==> config.mk <==
export PLATFORM = sky130hd
export DESIGN_NAME = vlsu_top
export DESIGN_NICKNAME = d
export VERILOG_FILES = /design/src/hdl/vlsu_pkg.sv /design/src/hdl/vlsu_timer.sv /design/src/hdl/vlsu_top.sv
export SDC_FILE = /design/constraint.sdc
export NUM_CORES = 1
export LEC_CHECK = 0
export BUFFER_PORTS_ARGS = -buffer_cell sky130_fd_sc_hd__buf_2
export CORE_MARGIN = 2
export CORE_UTILIZATION = 40
export DETAILED_ROUTE_END_ITERATION = 12
export PLACE_DENSITY = 0.65
export SETUP_SLACK_MARGIN = 0.1
export SLEW_MARGIN = 15
export SYNTH_ARGS = -nofsm -noshare
export SYNTH_HDL_FRONTEND = slang
export SYNTH_SLANG_ARGS = --single-unit
==> constraint.sdc <==
create_clock -name clock -period 21.6 [get_ports clock]
set_input_delay 1.08 -clock clock [delete_from_list [all_inputs] [get_ports clock]]
set_output_delay 1.08 -clock clock [all_outputs]
set_load 0.05 [all_outputs]
==> src/hdl/vlsu_pkg.sv <==
// package: constants and carriers for the vector load/store unit
`default_nettype none
package vlsu_pkg;
    localparam int ADDR_W     = 24;
    localparam int DATA_W     = 64;
    localparam int VLEN_W     = 7;
    localparam int VREG_W     = 3;
    localparam int AREG_W     = 3;
    localparam int CNT_W      = 8;
    localparam int NUM_PORTS  = 3;
    localparam logic [1:0] PORT_A = 2'h0;
    localparam logic [1:0] PORT_B = 2'h1;
    localparam logic [1:0] PORT_C = 2'h2;
    localparam logic [AREG_W-1:0] UNIT_STRIDE_K = 3'h0;
    localparam logic [ADDR_W-1:0] UNIT_STRIDE   = 24'h000001;
    // timing offsets added to the vector length, in clock periods
    localparam logic [CNT_W-1:0] SLOAD_DEST_OFS  = 8'h11;
    localparam logic [CNT_W-1:0] SLOAD_PORT_OFS  = 8'h06;
    localparam logic [CNT_W-1:0] SSTORE_SRC_OFS  = 8'h03;
    localparam logic [CNT_W-1:0] SSTORE_PORT_OFS = 8'h07;
    localparam logic [CNT_W-1:0] GLOAD_DEST_OFS  = 8'h15;
    localparam logic [CNT_W-1:0] GIDX_OFS        = 8'h03;
    localparam logic [CNT_W-1:0] GPORT_OFS       = 8'h0A;
    localparam logic [CNT_W-1:0] CNT_ONE         = 8'h01;
    localparam logic [CNT_W-1:0] CNT_ZERO        = 8'h00;

    typedef enum logic [3:0] {
        VLSU_OP_SLOAD  = 4'h1,
        VLSU_OP_SSTORE = 4'h2,
        VLSU_OP_GLOAD  = 4'h4,
        VLSU_OP_SSCAT  = 4'h8
    } vlsu_op_e;

    typedef struct packed {
        vlsu_op_e            op;
        logic [VREG_W-1:0]   vreg;
        logic [VREG_W-1:0]   index_vreg;
        logic [AREG_W-1:0]   stride_k;
    } vlsu_cmd_s;

    typedef struct packed {
        logic                req;
        logic                write;
        logic [ADDR_W-1:0]   addr;
        logic [DATA_W-1:0]   wdata;
    } vlsu_mreq_s;
endpackage
`default_nettype wire

==> src/hdl/vlsu_timer.sv <==
// down-counter holding a busy or reserved level for a loaded number of periods
`default_nettype none
module vlsu_timer
    import vlsu_pkg::*;
(
    // clock and reset
    input  wire logic             clock,
    input  wire logic             rst_n,
    // control
    input  wire logic             load,
    input  wire logic [CNT_W-1:0] count,
    // status
    output var  logic             busy
);
    logic [CNT_W-1:0] remain;

    always_ff @(posedge clock or negedge rst_n) begin
        if (!rst_n) begin
            remain <= CNT_ZERO;
        end else if (load) begin
            remain <= count;
        end else if (remain != CNT_ZERO) begin
            remain <= remain - CNT_ONE;
        end
    end

    always_ff @(posedge clock or negedge rst_n) begin
        if (!rst_n) begin
            busy <= 1'b0;
        end else if (load) begin
            busy <= (count != CNT_ZERO);
        end else begin
            busy <= (remain > CNT_ONE);
        end
    end
endmodule
`default_nettype wire

==> src/hdl/vlsu_top.sv <==
// vector load/store unit: issue checks, address generation, port timers
`default_nettype none
//////////////////////////////////////////////////////////////////////////////
// How it works
// - strided load fetches length words into target vector, base plus stride steps.
// - strided store writes length words from source vector, base plus stride steps.
// - element index starts at zero, steps one; stride is signed 24-bit.
// - gather/scatter address is base plus signed low 24 bits of index element.
// - word count equals the vector length register value.
// - stride designator zero means increment of one.
// - loads take port B, else port A; stores take port C.
// - load holds while A and B busy; store holds while C busy.
// - indexed ops serialise; all hold while base register reserved.
// - strided op holds while its stride register (1..7) is reserved.
// - all hold while a scalar reference is in periods one to three.
// - hold on reserved target, source, or index vector registers.
// - without dual direction, load holds on C busy, store on A or B busy.
// - separate commands switch dual direction memory transfers off and on.
// - strided load: issue one period, dest ready at VL+17, port busy VL+6.
// - strided store: source free at VL+3, port C busy VL+7.
// - gather: dest at VL+21, index at VL+3, port and gather busy VL+10.
// - scatter: source and index free at VL+3, port and scatter busy VL+10.
// - transfer rate follows bank conflicts signalled by memory acceptance.
// - elements go strictly in order; a stalled element delays all behind.
// - chained consumers stall in the period after memory refuses a load word.
module vlsu_top
    import vlsu_pkg::*;
(
    // clock and reset
    input  wire logic                clock,
    input  wire logic                resetn,
    // instruction issue
    input  wire logic                issue_req,
    input  wire vlsu_cmd_s           issue_cmd,
    output logic                     issue_ack,
    input  wire logic                dual_direction_off,
    input  wire logic                dual_direction_on,
    // architectural state
    input  wire logic [VLEN_W-1:0]   vector_length_reg,
    input  wire logic [ADDR_W-1:0]   base_address_reg,
    input  wire logic [ADDR_W-1:0]   stride_reg,
    input  wire logic                base_reserved,
    input  wire logic                stride_reserved,
    input  wire logic                scalar_ref_early,
    input  wire logic [7:0]          vreg_reserved_operand,
    input  wire logic [7:0]          vreg_reserved_result,
    // vector register file access
    output logic [VREG_W-1:0]        vrf_reg,
    output logic [VLEN_W-1:0]        vrf_elem,
    input  wire logic [DATA_W-1:0]   vrf_rdata,
    input  wire logic [DATA_W-1:0]   index_rdata,
    output logic                     vrf_we,
    output logic [DATA_W-1:0]        vrf_wdata,
    // memory port (selected port carries the request)
    output vlsu_mreq_s               mem_req,
    output logic [1:0]               mem_port,
    input  wire logic                mem_accept,
    input  wire logic                mem_rvalid,
    input  wire logic [DATA_W-1:0]   mem_rdata,
    // status
    output logic [NUM_PORTS-1:0]     port_busy,
    output logic                     gather_busy,
    output logic                     scatter_busy,
    output logic                     dest_pending,
    output logic                     src_pending,
    output logic                     index_pending,
    output logic                     chain_stall,
    output logic                     dual_direction
);
    typedef enum logic [2:0] {
        VLSU_IDLE = 3'b001,
        VLSU_REQ  = 3'b010,
        VLSU_DONE = 3'b100
    } vlsu_state_e;

    logic                rst_meta;
    logic                rst_n;
    vlsu_state_e         state;
    vlsu_cmd_s           cmd;
    logic [VLEN_W-1:0]   elem;
    logic [VLEN_W-1:0]   total;
    logic [VLEN_W-1:0]   rd_elem;
    logic [VLEN_W-1:0]   off_elem;
    logic                view_rd;
    logic                fetch_ok;
    logic                load_next;
    logic [ADDR_W-1:0]   cur_addr;
    logic [ADDR_W-1:0]   base;
    logic [ADDR_W-1:0]   step;
    logic                is_load;
    logic                is_idx;
    logic                hold;
    logic                go;
    logic                ports_ab_busy;
    logic                use_b;
    logic [CNT_W-1:0]    vl_ext;
    logic [NUM_PORTS-1:0] port_load;
    logic [CNT_W-1:0]    port_cnt;
    logic                dest_load;
    logic [CNT_W-1:0]    dest_cnt;
    logic                src_load;
    logic                idx_load;
    logic                gat_load;
    logic                sca_load;
    logic [NUM_PORTS-1:0] port_busy_t;
    logic                gather_t;
    logic                scatter_t;
    logic                dest_t;
    logic                src_t;
    logic                idx_t;

    //////////////////////////////////////////////////////////////////////////
    // reset release through two flops
    always_ff @(posedge clock or negedge resetn) begin
        if (!resetn) begin
            rst_meta <= 1'b0;
            rst_n    <= 1'b0;
        end else begin
            rst_meta <= 1'b1;
            rst_n    <= rst_meta;
        end
    end

    //////////////////////////////////////////////////////////////////////////
    // issue checks
    assign is_load       = issue_cmd.op inside {VLSU_OP_SLOAD, VLSU_OP_GLOAD};
    assign is_idx        = issue_cmd.op inside {VLSU_OP_GLOAD, VLSU_OP_SSCAT};
    assign ports_ab_busy = port_busy_t[PORT_A] & port_busy_t[PORT_B];
    assign vl_ext        = CNT_W'(vector_length_reg);

    always_comb begin
        hold = base_reserved | scalar_ref_early;
        hold = hold | (state != VLSU_IDLE);
        if (is_load) begin
            hold = hold | ports_ab_busy;
            hold = hold | vreg_reserved_operand[issue_cmd.vreg];
            hold = hold | vreg_reserved_result[issue_cmd.vreg];
            hold = hold | (!dual_direction & port_busy_t[PORT_C]);
        end else begin
            hold = hold | port_busy_t[PORT_C];
            hold = hold | vreg_reserved_operand[issue_cmd.vreg];
            hold = hold | (!dual_direction & (port_busy_t[PORT_A] | port_busy_t[PORT_B]));
        end
        if (is_idx) begin
            hold = hold | gather_t | scatter_t;
            hold = hold | vreg_reserved_operand[issue_cmd.index_vreg];
        end else if (issue_cmd.stride_k != UNIT_STRIDE_K) begin
            hold = hold | stride_reserved;
        end
    end

    assign go    = issue_req & !hold;
    assign use_b = !port_busy_t[PORT_B];

    // timer loads at issue; one issue period, then lengths from the length
    always_comb begin
        port_load = '0;
        port_cnt  = CNT_ZERO;
        dest_load = 1'b0;
        dest_cnt  = CNT_ZERO;
        src_load  = 1'b0;
        idx_load  = 1'b0;
        gat_load  = 1'b0;
        sca_load  = 1'b0;
        if (go) begin
            unique case (issue_cmd.op)
                VLSU_OP_SLOAD: begin
                    port_load[use_b ? PORT_B : PORT_A] = 1'b1;
                    port_cnt  = vl_ext + SLOAD_PORT_OFS;
                    dest_load = 1'b1;
                    dest_cnt  = vl_ext + SLOAD_DEST_OFS;
                end
                VLSU_OP_SSTORE: begin
                    port_load[PORT_C] = 1'b1;
                    port_cnt  = vl_ext + SSTORE_PORT_OFS;
                    src_load  = 1'b1;
                end
                VLSU_OP_GLOAD: begin
                    port_load[use_b ? PORT_B : PORT_A] = 1'b1;
                    port_cnt  = vl_ext + GPORT_OFS;
                    dest_load = 1'b1;
                    dest_cnt  = vl_ext + GLOAD_DEST_OFS;
                    idx_load  = 1'b1;
                    gat_load  = 1'b1;
                end
                VLSU_OP_SSCAT: begin
                    port_load[PORT_C] = 1'b1;
                    port_cnt  = vl_ext + GPORT_OFS;
                    src_load  = 1'b1;
                    idx_load  = 1'b1;
                    sca_load  = 1'b1;
                end
                default: ;
            endcase
        end
    end

    //////////////////////////////////////////////////////////////////////////
    // busy and reservation timers
    genvar p;
    generate
        for (p = 0; p < NUM_PORTS; p++) begin : g_port
            vlsu_timer u_port (
                .clock (clock),
                .rst_n (rst_n),
                .load  (port_load[p]),
                .count (port_cnt),
                .busy  (port_busy_t[p])
            );
        end
    endgenerate

    vlsu_timer u_gather  (.clock(clock), .rst_n(rst_n), .load(gat_load),
                          .count(vl_ext + GPORT_OFS), .busy(gather_t));
    vlsu_timer u_scatter (.clock(clock), .rst_n(rst_n), .load(sca_load),
                          .count(vl_ext + GPORT_OFS), .busy(scatter_t));
    vlsu_timer u_dest    (.clock(clock), .rst_n(rst_n), .load(dest_load),
                          .count(dest_cnt), .busy(dest_t));
    vlsu_timer u_src     (.clock(clock), .rst_n(rst_n), .load(src_load),
                          .count(vl_ext + SSTORE_SRC_OFS), .busy(src_t));
    vlsu_timer u_idx     (.clock(clock), .rst_n(rst_n), .load(idx_load),
                          .count(vl_ext + GIDX_OFS), .busy(idx_t));

    //////////////////////////////////////////////////////////////////////////
    // mode control
    always_ff @(posedge clock or negedge rst_n) begin
        if (!rst_n) begin
            dual_direction <= 1'b1;
        end else if (dual_direction_off) begin
            dual_direction <= 1'b0;
        end else if (dual_direction_on) begin
            dual_direction <= 1'b1;
        end
    end

    //////////////////////////////////////////////////////////////////////////
    // sequencer: one element in flight on the request side, strictly in order
    always_ff @(posedge clock or negedge rst_n) begin
        if (!rst_n) begin
            state <= VLSU_IDLE;
        end else begin
            unique case (state)
                VLSU_IDLE: begin
                    if (go && vector_length_reg != '0) begin
                        state <= VLSU_REQ;
                    end
                end
                VLSU_REQ: begin
                    if (mem_accept && elem == total - 1'b1) begin
                        state <= cmd.op inside {VLSU_OP_SLOAD, VLSU_OP_GLOAD} ? VLSU_DONE : VLSU_IDLE;
                    end
                end
                VLSU_DONE: begin
                    if (rd_elem == total) begin
                        state <= VLSU_IDLE;
                    end
                end
            endcase
        end
    end

    always_ff @(posedge clock or negedge rst_n) begin
        if (!rst_n) begin
            cmd   <= '0;
            total <= '0;
            base  <= '0;
            step  <= UNIT_STRIDE;
        end else if (go) begin
            cmd   <= issue_cmd;
            total <= vector_length_reg;
            base  <= base_address_reg;
            step  <= (issue_cmd.stride_k == UNIT_STRIDE_K) ? UNIT_STRIDE : stride_reg;
        end
    end

    // next word may go out once the file shows its element; strided loads need no file read
    assign fetch_ok  = view_rd | (cmd.op == VLSU_OP_SLOAD);
    assign load_next = (state == VLSU_REQ) && fetch_ok && (off_elem != total)
                       && (!mem_req.req || mem_accept);

    // accepted count, offer pointer and address generation
    always_ff @(posedge clock or negedge rst_n) begin
        if (!rst_n) begin
            elem     <= '0;
            off_elem <= '0;
            cur_addr <= '0;
        end else if (go) begin
            elem     <= '0;
            off_elem <= '0;
            cur_addr <= base_address_reg;
        end else begin
            if (state == VLSU_REQ && mem_req.req && mem_accept) begin
                elem <= elem + 1'b1;
            end
            if (load_next) begin
                off_elem <= off_elem + 1'b1;
                cur_addr <= cur_addr + step;
            end
        end
    end

    // read data returns in order; write each into the next target element
    always_ff @(posedge clock or negedge rst_n) begin
        if (!rst_n) begin
            rd_elem <= '0;
        end else if (go) begin
            rd_elem <= '0;
        end else if (mem_rvalid) begin
            rd_elem <= rd_elem + 1'b1;
        end
    end

    always_ff @(posedge clock or negedge rst_n) begin
        if (!rst_n) begin
            vrf_we    <= 1'b0;
            vrf_wdata <= '0;
        end else begin
            vrf_we    <= mem_rvalid;
            vrf_wdata <= mem_rdata;
        end
    end

    // file index shows the next element to offer, except in a load write cycle;
    // a gather therefore loses one offer slot per returning word
    always_ff @(posedge clock or negedge rst_n) begin
        if (!rst_n) begin
            vrf_reg  <= '0;
            vrf_elem <= '0;
            view_rd  <= 1'b0;
        end else begin
            vrf_reg  <= go ? issue_cmd.vreg : cmd.vreg;
            if (go) begin
                vrf_elem <= '0;
                view_rd  <= 1'b1;
            end else if (mem_rvalid) begin
                vrf_elem <= rd_elem;
                view_rd  <= 1'b0;
            end else begin
                vrf_elem <= load_next ? off_elem + 1'b1 : off_elem;
                view_rd  <= 1'b1;
            end
        end
    end

    //////////////////////////////////////////////////////////////////////////
    // memory request: stable until accepted
    always_ff @(posedge clock or negedge rst_n) begin
        if (!rst_n) begin
            mem_req  <= '0;
            mem_port <= PORT_B;
        end else begin
            mem_req.write <= cmd.op inside {VLSU_OP_SSTORE, VLSU_OP_SSCAT};
            if (load_next) begin
                mem_req.req <= 1'b1;
                if (cmd.op inside {VLSU_OP_GLOAD, VLSU_OP_SSCAT}) begin
                    mem_req.addr <= base + index_rdata[ADDR_W-1:0];
                end else begin
                    mem_req.addr <= cur_addr;
                end
                mem_req.wdata <= vrf_rdata;
            end else if (mem_accept) begin
                mem_req.req <= 1'b0;
            end
            if (go) begin
                mem_port <= is_load ? (use_b ? PORT_B : PORT_A) : PORT_C;
            end
        end
    end

    //////////////////////////////////////////////////////////////////////////
    // status outputs
    always_ff @(posedge clock or negedge rst_n) begin
        if (!rst_n) begin
            issue_ack     <= 1'b0;
            port_busy     <= '0;
            gather_busy   <= 1'b0;
            scatter_busy  <= 1'b0;
            dest_pending  <= 1'b0;
            src_pending   <= 1'b0;
            index_pending <= 1'b0;
            chain_stall   <= 1'b0;
        end else begin
            issue_ack     <= go;
            port_busy     <= port_busy_t;
            gather_busy   <= gather_t;
            scatter_busy  <= scatter_t;
            dest_pending  <= dest_t;
            src_pending   <= src_t;
            index_pending <= idx_t;
            // memory refused a load word: chained consumers must wait
            chain_stall   <= (state == VLSU_REQ) && !mem_req.write && mem_req.req && !mem_accept;
        end
    end

    //////////////////////////////////////////////////////////////////////////
    // checks
    a_req_stable: assert property (@(posedge clock) disable iff (!rst_n)
        mem_req.req && !mem_accept |=> mem_req.addr == $past(mem_req.addr) || !mem_req.req)
        else $error("request address moved before acceptance");
    a_no_issue_busy: assert property (@(posedge clock) disable iff (!rst_n)
        go && !is_load |-> !port_busy_t[PORT_C])
        else $error("store issued on busy write port");
    a_base_hold: assert property (@(posedge clock) disable iff (!rst_n)
        base_reserved |-> !go)
        else $error("issue while base reserved");
    a_scalar_hold: assert property (@(posedge clock) disable iff (!rst_n)
        scalar_ref_early |-> !go)
        else $error("issue during scalar reference");
    a_mode_off: assert property (@(posedge clock) disable iff (!rst_n)
        dual_direction_off |=> !dual_direction)
        else $error("dual direction not switched off");
    a_unit_step: assert property (@(posedge clock) disable iff (!rst_n)
        go && issue_cmd.stride_k == UNIT_STRIDE_K |=> step == UNIT_STRIDE)
        else $error("unit stride not selected");
    a_ack_next: assert property (@(posedge clock) disable iff (!rst_n)
        go |=> issue_ack ##1 !issue_ack)
        else $error("issue acknowledge not one period");
    a_port_busy: assert property (@(posedge clock) disable iff (!rst_n)
        go && issue_cmd.op == VLSU_OP_SSTORE |=> port_busy_t[PORT_C])
        else $error("write port not busy after store issue");
    c_load: cover property (@(posedge clock) disable iff (!rst_n) go && issue_cmd.op == VLSU_OP_SLOAD);
    c_scatter: cover property (@(posedge clock) disable iff (!rst_n) go && issue_cmd.op == VLSU_OP_SSCAT);
    c_stall: cover property (@(posedge clock) disable iff (!rst_n) chain_stall);
endmodule
`default_nettype wire

==> summary.txt, run 1 <==
Timing
  • RSZ-0062 raised after global routing: no
  • Worst setup margin: between 15000 and 20000 ps
  • Max-slew violations: 0
  • Fin crit share: 0.172
  • Slew @ Worst Pin: approximately 1000 ps
  • Setup TNS: 0 ps
  • Final Critical Period: about 3700 ps
  • Hold Vio Cnt, Final: 0
  • Clk_skew: approximately 15 ps
  • Fmax: between 0.2 and 0.3 GHz
  • Relative slew slack: 0.310
  • Final setup viols: 0

Layout
  • Most frequent cells in the layout: nand2_1, buf_2, dfrtp_1, nor2_1, a21oi_1
  • Filler Cell Count: around 4200
  • Final #Nets: ~2700
  • Biggest regs: mem_req (90), vrf_wdata (64)
  • Syn-to-layout area delta: 22.3%
  • Share of cells above drive strength 1: 0.235
  • Largest register by flop count: mem_req
  • Max reg flops: 90
  • Commonest non-fill, non-tap cell in the layout: nand2_1
  • Post-route cell area: 22200 µm²

Power
  • IR drop worst, VDD: about 0.000065 V
  • Power consumption: around 1600 µW
  • Power per Cell Area: about 71 nW/µm²
  • Leakage power: 0.0115 µW

Logic synthesis
  • Part of the Yosys area used for sequential elements: 0.499
  • Yosys reg bits: 363
  • Mapped cell area: between 15000 and 20000 µm²
  • Top FF cell, synth: dfrtp_1
  • Syn Nets: around 2300
  • Mux contribution to synthesized area: 0.0197
  • Syn Area/Cell: 9.37 µm²
  • Compound-Gate Fraction of Synth Area: 0.125
  • Synth Area in XOR/XNOR: 0.0610
  • Largest family of logic cells by synthesized area: simple AND/OR/NAND/NOR gates
  • Post-Synth Simple-Gate Area: 0.212
  • Adder-cell share of the synthesized area: 0.0538
  • EDFF count, synth: 0
  • Post-synthesis cell count: between 1500 and 2000
  • Asr flop ratio synth: 1.00
  • Yosys warnings: 0
  • Cell variety after synth: 84

Floorplan
  • Core area: 45200 µm²
  • Die Area: between 40000 and 50000 µm²
  • Die H: roughly 220 µm
  • I/O Pins: about 460
  • # rows: between 70 and 80
  • Starting density of the core: 0.403
  • Die width: 217 µm

Placement
  • GPL Wtd Cong: 0.897
  • Count of input and output buffers: approximately 420
  • Post-DP HPWL: ~38 mm
  • Post-DP Area: 20800 µm²
  • Pre-CTS setup slack: 17390 ps

Critical path
  • Crit-path cells: nor3b_1 -> o21ai_0 -> a21oi_1 -> and2_4 -> buf_4 -> nand2_1 -> a2111oi_0 -> a31oi_1
  • CP max stage delay: roughly 630 ps
  • Largest delay share family, worst path: simple AND/OR/NAND/NOR gates
  • Worst Setup SP: state[2]
  • Slowest cell on crit path: buf_4
  • Critical path class: register to register
  • Type of origin of the critical path: register
  • Worst Path Required: between 20000 and 25000 ps
  • Kind of end point of the critical path: register
  • R2R setup slack: between 15000 and 20000 ps
  • Worst path bufs/invs: 1
  • CP arrival: roughly 4100 ps
  • Worst Path Max Fanout: 53
  • Worst reg2reg path startpoint: state[2]

Run
  • Max-cap violations: 0

Global route
  • Overflow after GRT: 0
  • Pin count of the biggest net entering global routing: 79
  • Vias in the first global route: ~15000
  • First-pass GRT wire length: 81.0 mm
  • Initial antenna violation count: 7
  • Total track usage: 0.215

Clocking
  • Post-CTS sizing: 0
  • Postcts setup bufs: 0
  • Clock sinks: 363
  • Worst skew pair latency: approximately 560 ps
  • Clock Pin Slew Worst Setup and Hold Paths: about 60 ps
  • CTS Root Cell: clkbuf_16
  • Clock buffer count from CTS: just over 40
  • TritonCTS clock tree: done
  • Max clock buf depth: 3
  • H-tree depth: 2
  • Hold bufs inserted after CTS: 0

Run status
  • Status: finished clean

Routing
  • DR vias: approximately 15000
  • DRC viols: 0
  • 1st-iter DRT viols: around 1100
  • Drt via density: 5.19
  • Wire length per cell: ~17 µm
  • Total Routed Length: between 50 and 60 mm
  • Detail Route Antenna Nets: 0
  • First drt pass iteration count: 5

Min path
  • HP Class: primary input to asynchronous set/reset pin
==> path summary, 6_finish.rpt <==
kind / to / cells past startpoint
max in group asynchronous: cur_addr[11] / 2
min reg2reg: vrf_wdata[60] / 0
max reg2reg: mem_req[87] / 8
min in group clock: rst_n / 0
min: rst_n / 1
max: mem_req[87] / 8
==> cell type report <==
cell class | instances | area (µm²) | share of cell area
repair buffers | 436 | 2210 | 0.0995
diodes | 1 | 2.50 | 0.000112
flip-flops and latches | 363 | 9090 | 0.409
clock inverters | 16 | 230 | 0.0103
inverters | 39 | 146 | 0.00658
multi-input cells | 1459 | 8590 | 0.386
well taps | 600 | 751 | 0.0337
clock buffers | 58 | 1220 | 0.0549
==> cell usage after synthesis (5+ instances only) <==
library cell,instances,area share
buf_1,9,0.0019
nor4_1,16,0.0055
a21oi_1,118,0.032
a21o_1,21,0.0087
nand4_1,8,0.0028
and2_1,7,0.0024
clkbuf_1,42,0.0087
or3_1,23,0.0079
a211oi_1,20,0.0083
inv_1,37,0.0076
nor4b_1,5,0.0024
a31oi_1,16,0.0055
o21ai_0,92,0.025
ha_1,75,0.052
mux4_2,6,0.0074
nand3_1,67,0.018
buf_6,6,0.0037
nand2b_1,13,0.0045
o21a_1,7,0.0029
nor3_1,43,0.012
buf_2,22,0.0061
a21boi_0,5,0.0021
xor2_1,54,0.026
and4_1,5,0.0024
dfrtp_1,359,0.49
o22ai_1,5,0.0017
and3_1,22,0.0076
nor3b_1,6,0.0025
nand2_1,454,0.094
o211ai_1,17,0.0070
mux2i_1,20,0.011
xnor2_1,69,0.033
nor2_1,148,0.031
nor2b_1,13,0.0045
o31ai_1,7,0.0029
o21ai_1,15,0.0041
==> where the power goes <==
group / internal (µW) / switching, µW
combinational: 46.9 / 94.0
clock: 455 / 285
sequential: 696 / 13.8
total: 1200 / 392
==> layer usage <==
layer | up-vias | part of all wire | GRT usage
met4 | 6 | 0.026 | 0.0621
met1 | 7346 | 0.44 | 0.290
met3 | 90 | 0.069 | 0.0419
met2 | 512 | 0.47 | 0.353
li1 | 7457 | - | -
met5 | - | 0.00084 | 0
==> metrics by stage <==
| stage | hold slack [ps] | util | cells |
|---|---|---|---|
| floorplan | 331 | - | 1943 |
| global placement | 338 | 0.460 | 2897 |
| detailed placement | 345 | 0.460 | 2897 |
| CTS | 273 | 0.492 | 2971 |
| global route | 275 | 0.492 | 2972 |
| finish | 312 | 0.492 | 2972 |
==> cell families (layout without fill, tap and decap cells) <==
group,count (synthesis),after routing
other,1,2
AO/OA/AOI/OAI,370,370
XOR/XNOR,125,125
AND/OR/NAND/NOR,858,858
multiplexers,28,28
buffers and inverters,121,549
adder cells (fa/ha/maj),77,77
flip-flops,363,363
==> worst reg2reg max path, stage by stage (launching register included) <==
cell and delay [ps]:
dfrtp_1 430, nor3b_1 440, o21ai_0 180, a21oi_1 390, and2_4 600, buf_4 650
nand2_1 390, a2111oi_0 380, a31oi_1 140
No activity file was read; power rests on OpenSTA's default activity.
==> run 2, diff against run 1 <==
ABC_AREA = 1   (was unset)
PLACE_DENSITY = 0.67   (was 0.65)
clock period = 3.1 ns   (was 21.6 ns; I/O delays follow)
==> run 2 against run 1 <==
Effect of this change:
- core utilization up 4.1 points
- design area up 14%
- sequential cell count unchanged
- combinational power rose to 45 times the previous value
- non-clock buffer count up 204
- critical endpoint is now u_src.remain[6]
- highest routed layer is now met4
==> summary.txt, run 2 <==
Critical path
  • Worst reg2reg path startpoint: state[0]
  • CP arrival: between 3000 and 4000 ps
  • Crit-path cells: dlygate4sd3_1 -> buf_2 -> nor2_1 -> nand3_2 -> nand2_2 -> nand2_1 -> nand2_1 -> nand2_1 -> inv_2 -> nor2_2 -> nand2_1 -> clkinv_2 -> o21ai_1 -> o21ai_0 -> o21ai_0 -> inv_1
  • R2R depth: 13
  • Slowest cell on crit path: dlygate4sd3_1
  • Kind of end point of the critical path: register
  • Critical path class: primary input to register
  • Type of origin of the critical path: primary input
  • Worst path depth: 16
  • Worst Setup SP: issue_cmd[11]
  • Largest delay share family, worst path: buffers and inverters
  • Worst path bufs/invs: 5
  • Worst Path Required: approximately 3600 ps
  • Worst Path Max Fanout: 17
  • Crit-path most repeated cell: nand2_1
  • CP max stage delay: between 500 and 600 ps

Logic synthesis
  • Top FF cell, synth: dfrtp_1
  • Cell variety after synth: 58
  • Cell accounting for the most synthesized area: dfrtp_1
  • Mapped cell area: roughly 19000 µm²
  • Post-synthesis cell count: about 2400
  • Synth cell count leaders: nand2_1, dfrtp_1, inv_1, nor2_1, o21ai_0
  • Part of the Yosys area used for sequential elements: 0.474
  • Yosys warnings: 0
  • Most common cell in the netlist: nand2_1
  • Share of the synthesized area in the top cell type: 0.469
  • Synth top area cells: dfrtp_1, nand2_1, ha_1
  • Syn Nets: ~2700
  • Yosys reg bits: 363
  • Asr flop ratio synth: 1.00
  • EDFF count, synth: 0
  • Syn Area/Cell: ~8 µm²

Layout
  • Most frequent cells in the layout: nand2_1, buf_2, dfrtp_1, inv_1, nor2_1
  • Final #Nets: 3363
  • Commonest non-fill, non-tap cell in the layout: nand2_1
  • Filler Cell Count: ~4400
  • Biggest regs: mem_req (90), vrf_wdata (64)
  • Max reg flops: 90
  • Post-route cell area: approximately 25000 µm²
  • Syn-to-layout area delta: 32.4%
  • Largest register by flop count: mem_req
  • Share of cells above drive strength 1: 0.187

Power
  • Combinational Power Share: 0.355
  • Power per Cell Area: approximately 700 nW/µm²
  • Sw Share: 0.413
  • Clock share of power: 0.291
  • Leakage power: approximately 0.013 µW
  • P_int: between 10000 and 15000 µW
  • Psw: roughly 7400 µW
  • Sequential Power Share: 0.354
  • IR drop worst, VDD: between 0.0004 and 0.0005 V

Floorplan
  • Starting density of the core: 0.403
  • Die width: roughly 220 µm
  • Die Area: just under 50000 µm²
  • I/O Pins: between 400 and 500
  • Die H: 223 µm
  • Core area: between 40000 and 50000 µm²
  • # rows: 80

Placement
  • GPL Wtd Cong: 0.944
  • Post-DP Area: between 20000 and 25000 µm²
  • Post-DP HPWL: about 43 mm
  • Count of input and output buffers: 423
  • Pre-CTS setup slack: 323 ps

Clocking
  • Postcts setup bufs: 0
  • Clock Pin Slew Worst Setup and Hold Paths: around 60 ps
  • Max clock buf depth: 3
  • Worst skew pair latency: between 500 and 600 ps
  • H-tree depth: 2
  • Clock sinks: roughly 360
  • TritonCTS clock tree: done
  • CTS Root Cell: clkbuf_16
  • Clock buffer count from CTS: 42

Global route
  • Overflow after GRT: 0
  • Pin count of the biggest net entering global routing: 128
  • GRT met1 Usage: 0.314
  • Total track usage: 0.241
  • Initial antenna violation count: 1
  • Met3 Resource Use GR: 0.0412
  • Vias in the first global route: 18300
  • GRT busiest layer: met2
  • Grt met2 use: 0.406
  • First-pass GRT wire length: approximately 96 mm

Timing
  • Worst setup margin: 349 ps
  • Fin crit share: 0.887
  • Relative slew slack: 0.486
  • Final setup viols: 0
  • Hold Vio Cnt, Final: 0
  • Final Critical Period: approximately 2800 ps
  • Clk_skew: around 29 ps
  • Max-slew violations: 0
  • Fmax: between 0.3 and 0.4 GHz
  • RSZ-0062 raised after global routing: no
  • Slew @ Worst Pin: 770 ps

Routing
  • DRC viols: 0
  • 1st-iter DRT viols: around 1400
  • Wire length per cell: 16.7 µm
  • DR vias: around 18000
  • Total Routed Length: a little over 60 mm
  • Detail Route Antenna Nets: 0
  • First drt pass iteration count: 6
  • Drt via density: 5.06

Run
  • Max-cap violations: 0

Run status
  • Status: finished clean

Min path
  • Hold Path Origin: index_rdata[23]
  • HP Class: primary input to register
  • Worst hold path cell count: 6
run 2: routing by layer:
metal  up-vias  wire length, µm
li1       8942                -
met1      8760            25800
met2       652            29200
met3       131             3950
met4         0             1910
met5         -                0
run 2: logic make-up after synthesis:
| kind of cell | count (synthesis) | share of synthesized area |
|---|---|---|
| AND/OR/NAND/NOR | 1108 | 0.240 |
| buffers and inverters | 320 | 0.0689 |
| multiplexers | 2 | 0.00104 |
| adder cells (fa/ha/maj) | 77 | 0.0511 |
| other | 1 | 0.000196 |
| XOR/XNOR | 106 | 0.0485 |
| flip-flops | 363 | 0.474 |
| AO/OA/AOI/OAI | 401 | 0.116 |
run 2: worst register-to-register path: stages, from the launching register on:
cell	delay, ps
dfstp_2	530
inv_1	60
nor3_2	180
inv_1	110
nor2_2	160
nand2_1	80
nor2_1	80
nand2_1	60
nor2_2	210
nand2_1	220
clkinv_2	290
o21ai_1	300
o21ai_0	240
inv_1	60
run 2: power groups by stage:
stage          registers [µW]  logic [µW]  clock network, µW
4_1_cts                  6280        6310               5330
3_3_place_gp             6330        6000                  0
3_5_place_dp             6350        6090                  0
6_report                 6310        6330               5190
2_1_floorplan            8470        2170                  0
5_1_grt                  6400        6810               5530
run 2: final cells by class:
class	instances	area, µm²	area share
diodes	2	5.00	0.000197
clock buffers	62	1230	0.0483
clock inverters	15	229	0.00903
inverters	258	970	0.0382
multi-input cells	1695	8770	0.346
flip-flops and latches	363	9090	0.358
well taps	615	769	0.0303
repair buffers	640	4310	0.170
run 2: repair_timing:
item | in CTS | in global routing
hold buffers | 189 | 0
hold endpoints to repair | 217 | 0
endpoints found under the setup margin | 0 | 5
resized for setup | 0 | 2
run 2: worst paths after layout:
check                           slack [ps]         endpoint
max in group asynchronous             1840         base[18]
worst min-delay path                    40      mem_req[87]
min in group asynchronous              410          elem[1]
worst max-delay path                   350  u_src.remain[6]
worst min register to register         340      src_pending
worst max register to register         400       u_src.busy
run 2: stage by stage:
step / hold slack [ps] / power (µW) / instances / util / setup TNS, ps
floorplan: -141 / 10600 / 2378 / - / -170780
CTS: 0.592 / 17900 / 3648 / 0.533 / 0
global placement: -58.3 / 12300 / 3382 / 0.463 / 0
finish: 44.5 / 17800 / 3650 / 0.534 / 0
global route: 42.9 / 18700 / 3649 / 0.534 / 0
detailed placement: -52.5 / 12400 / 3382 / 0.463 / 0
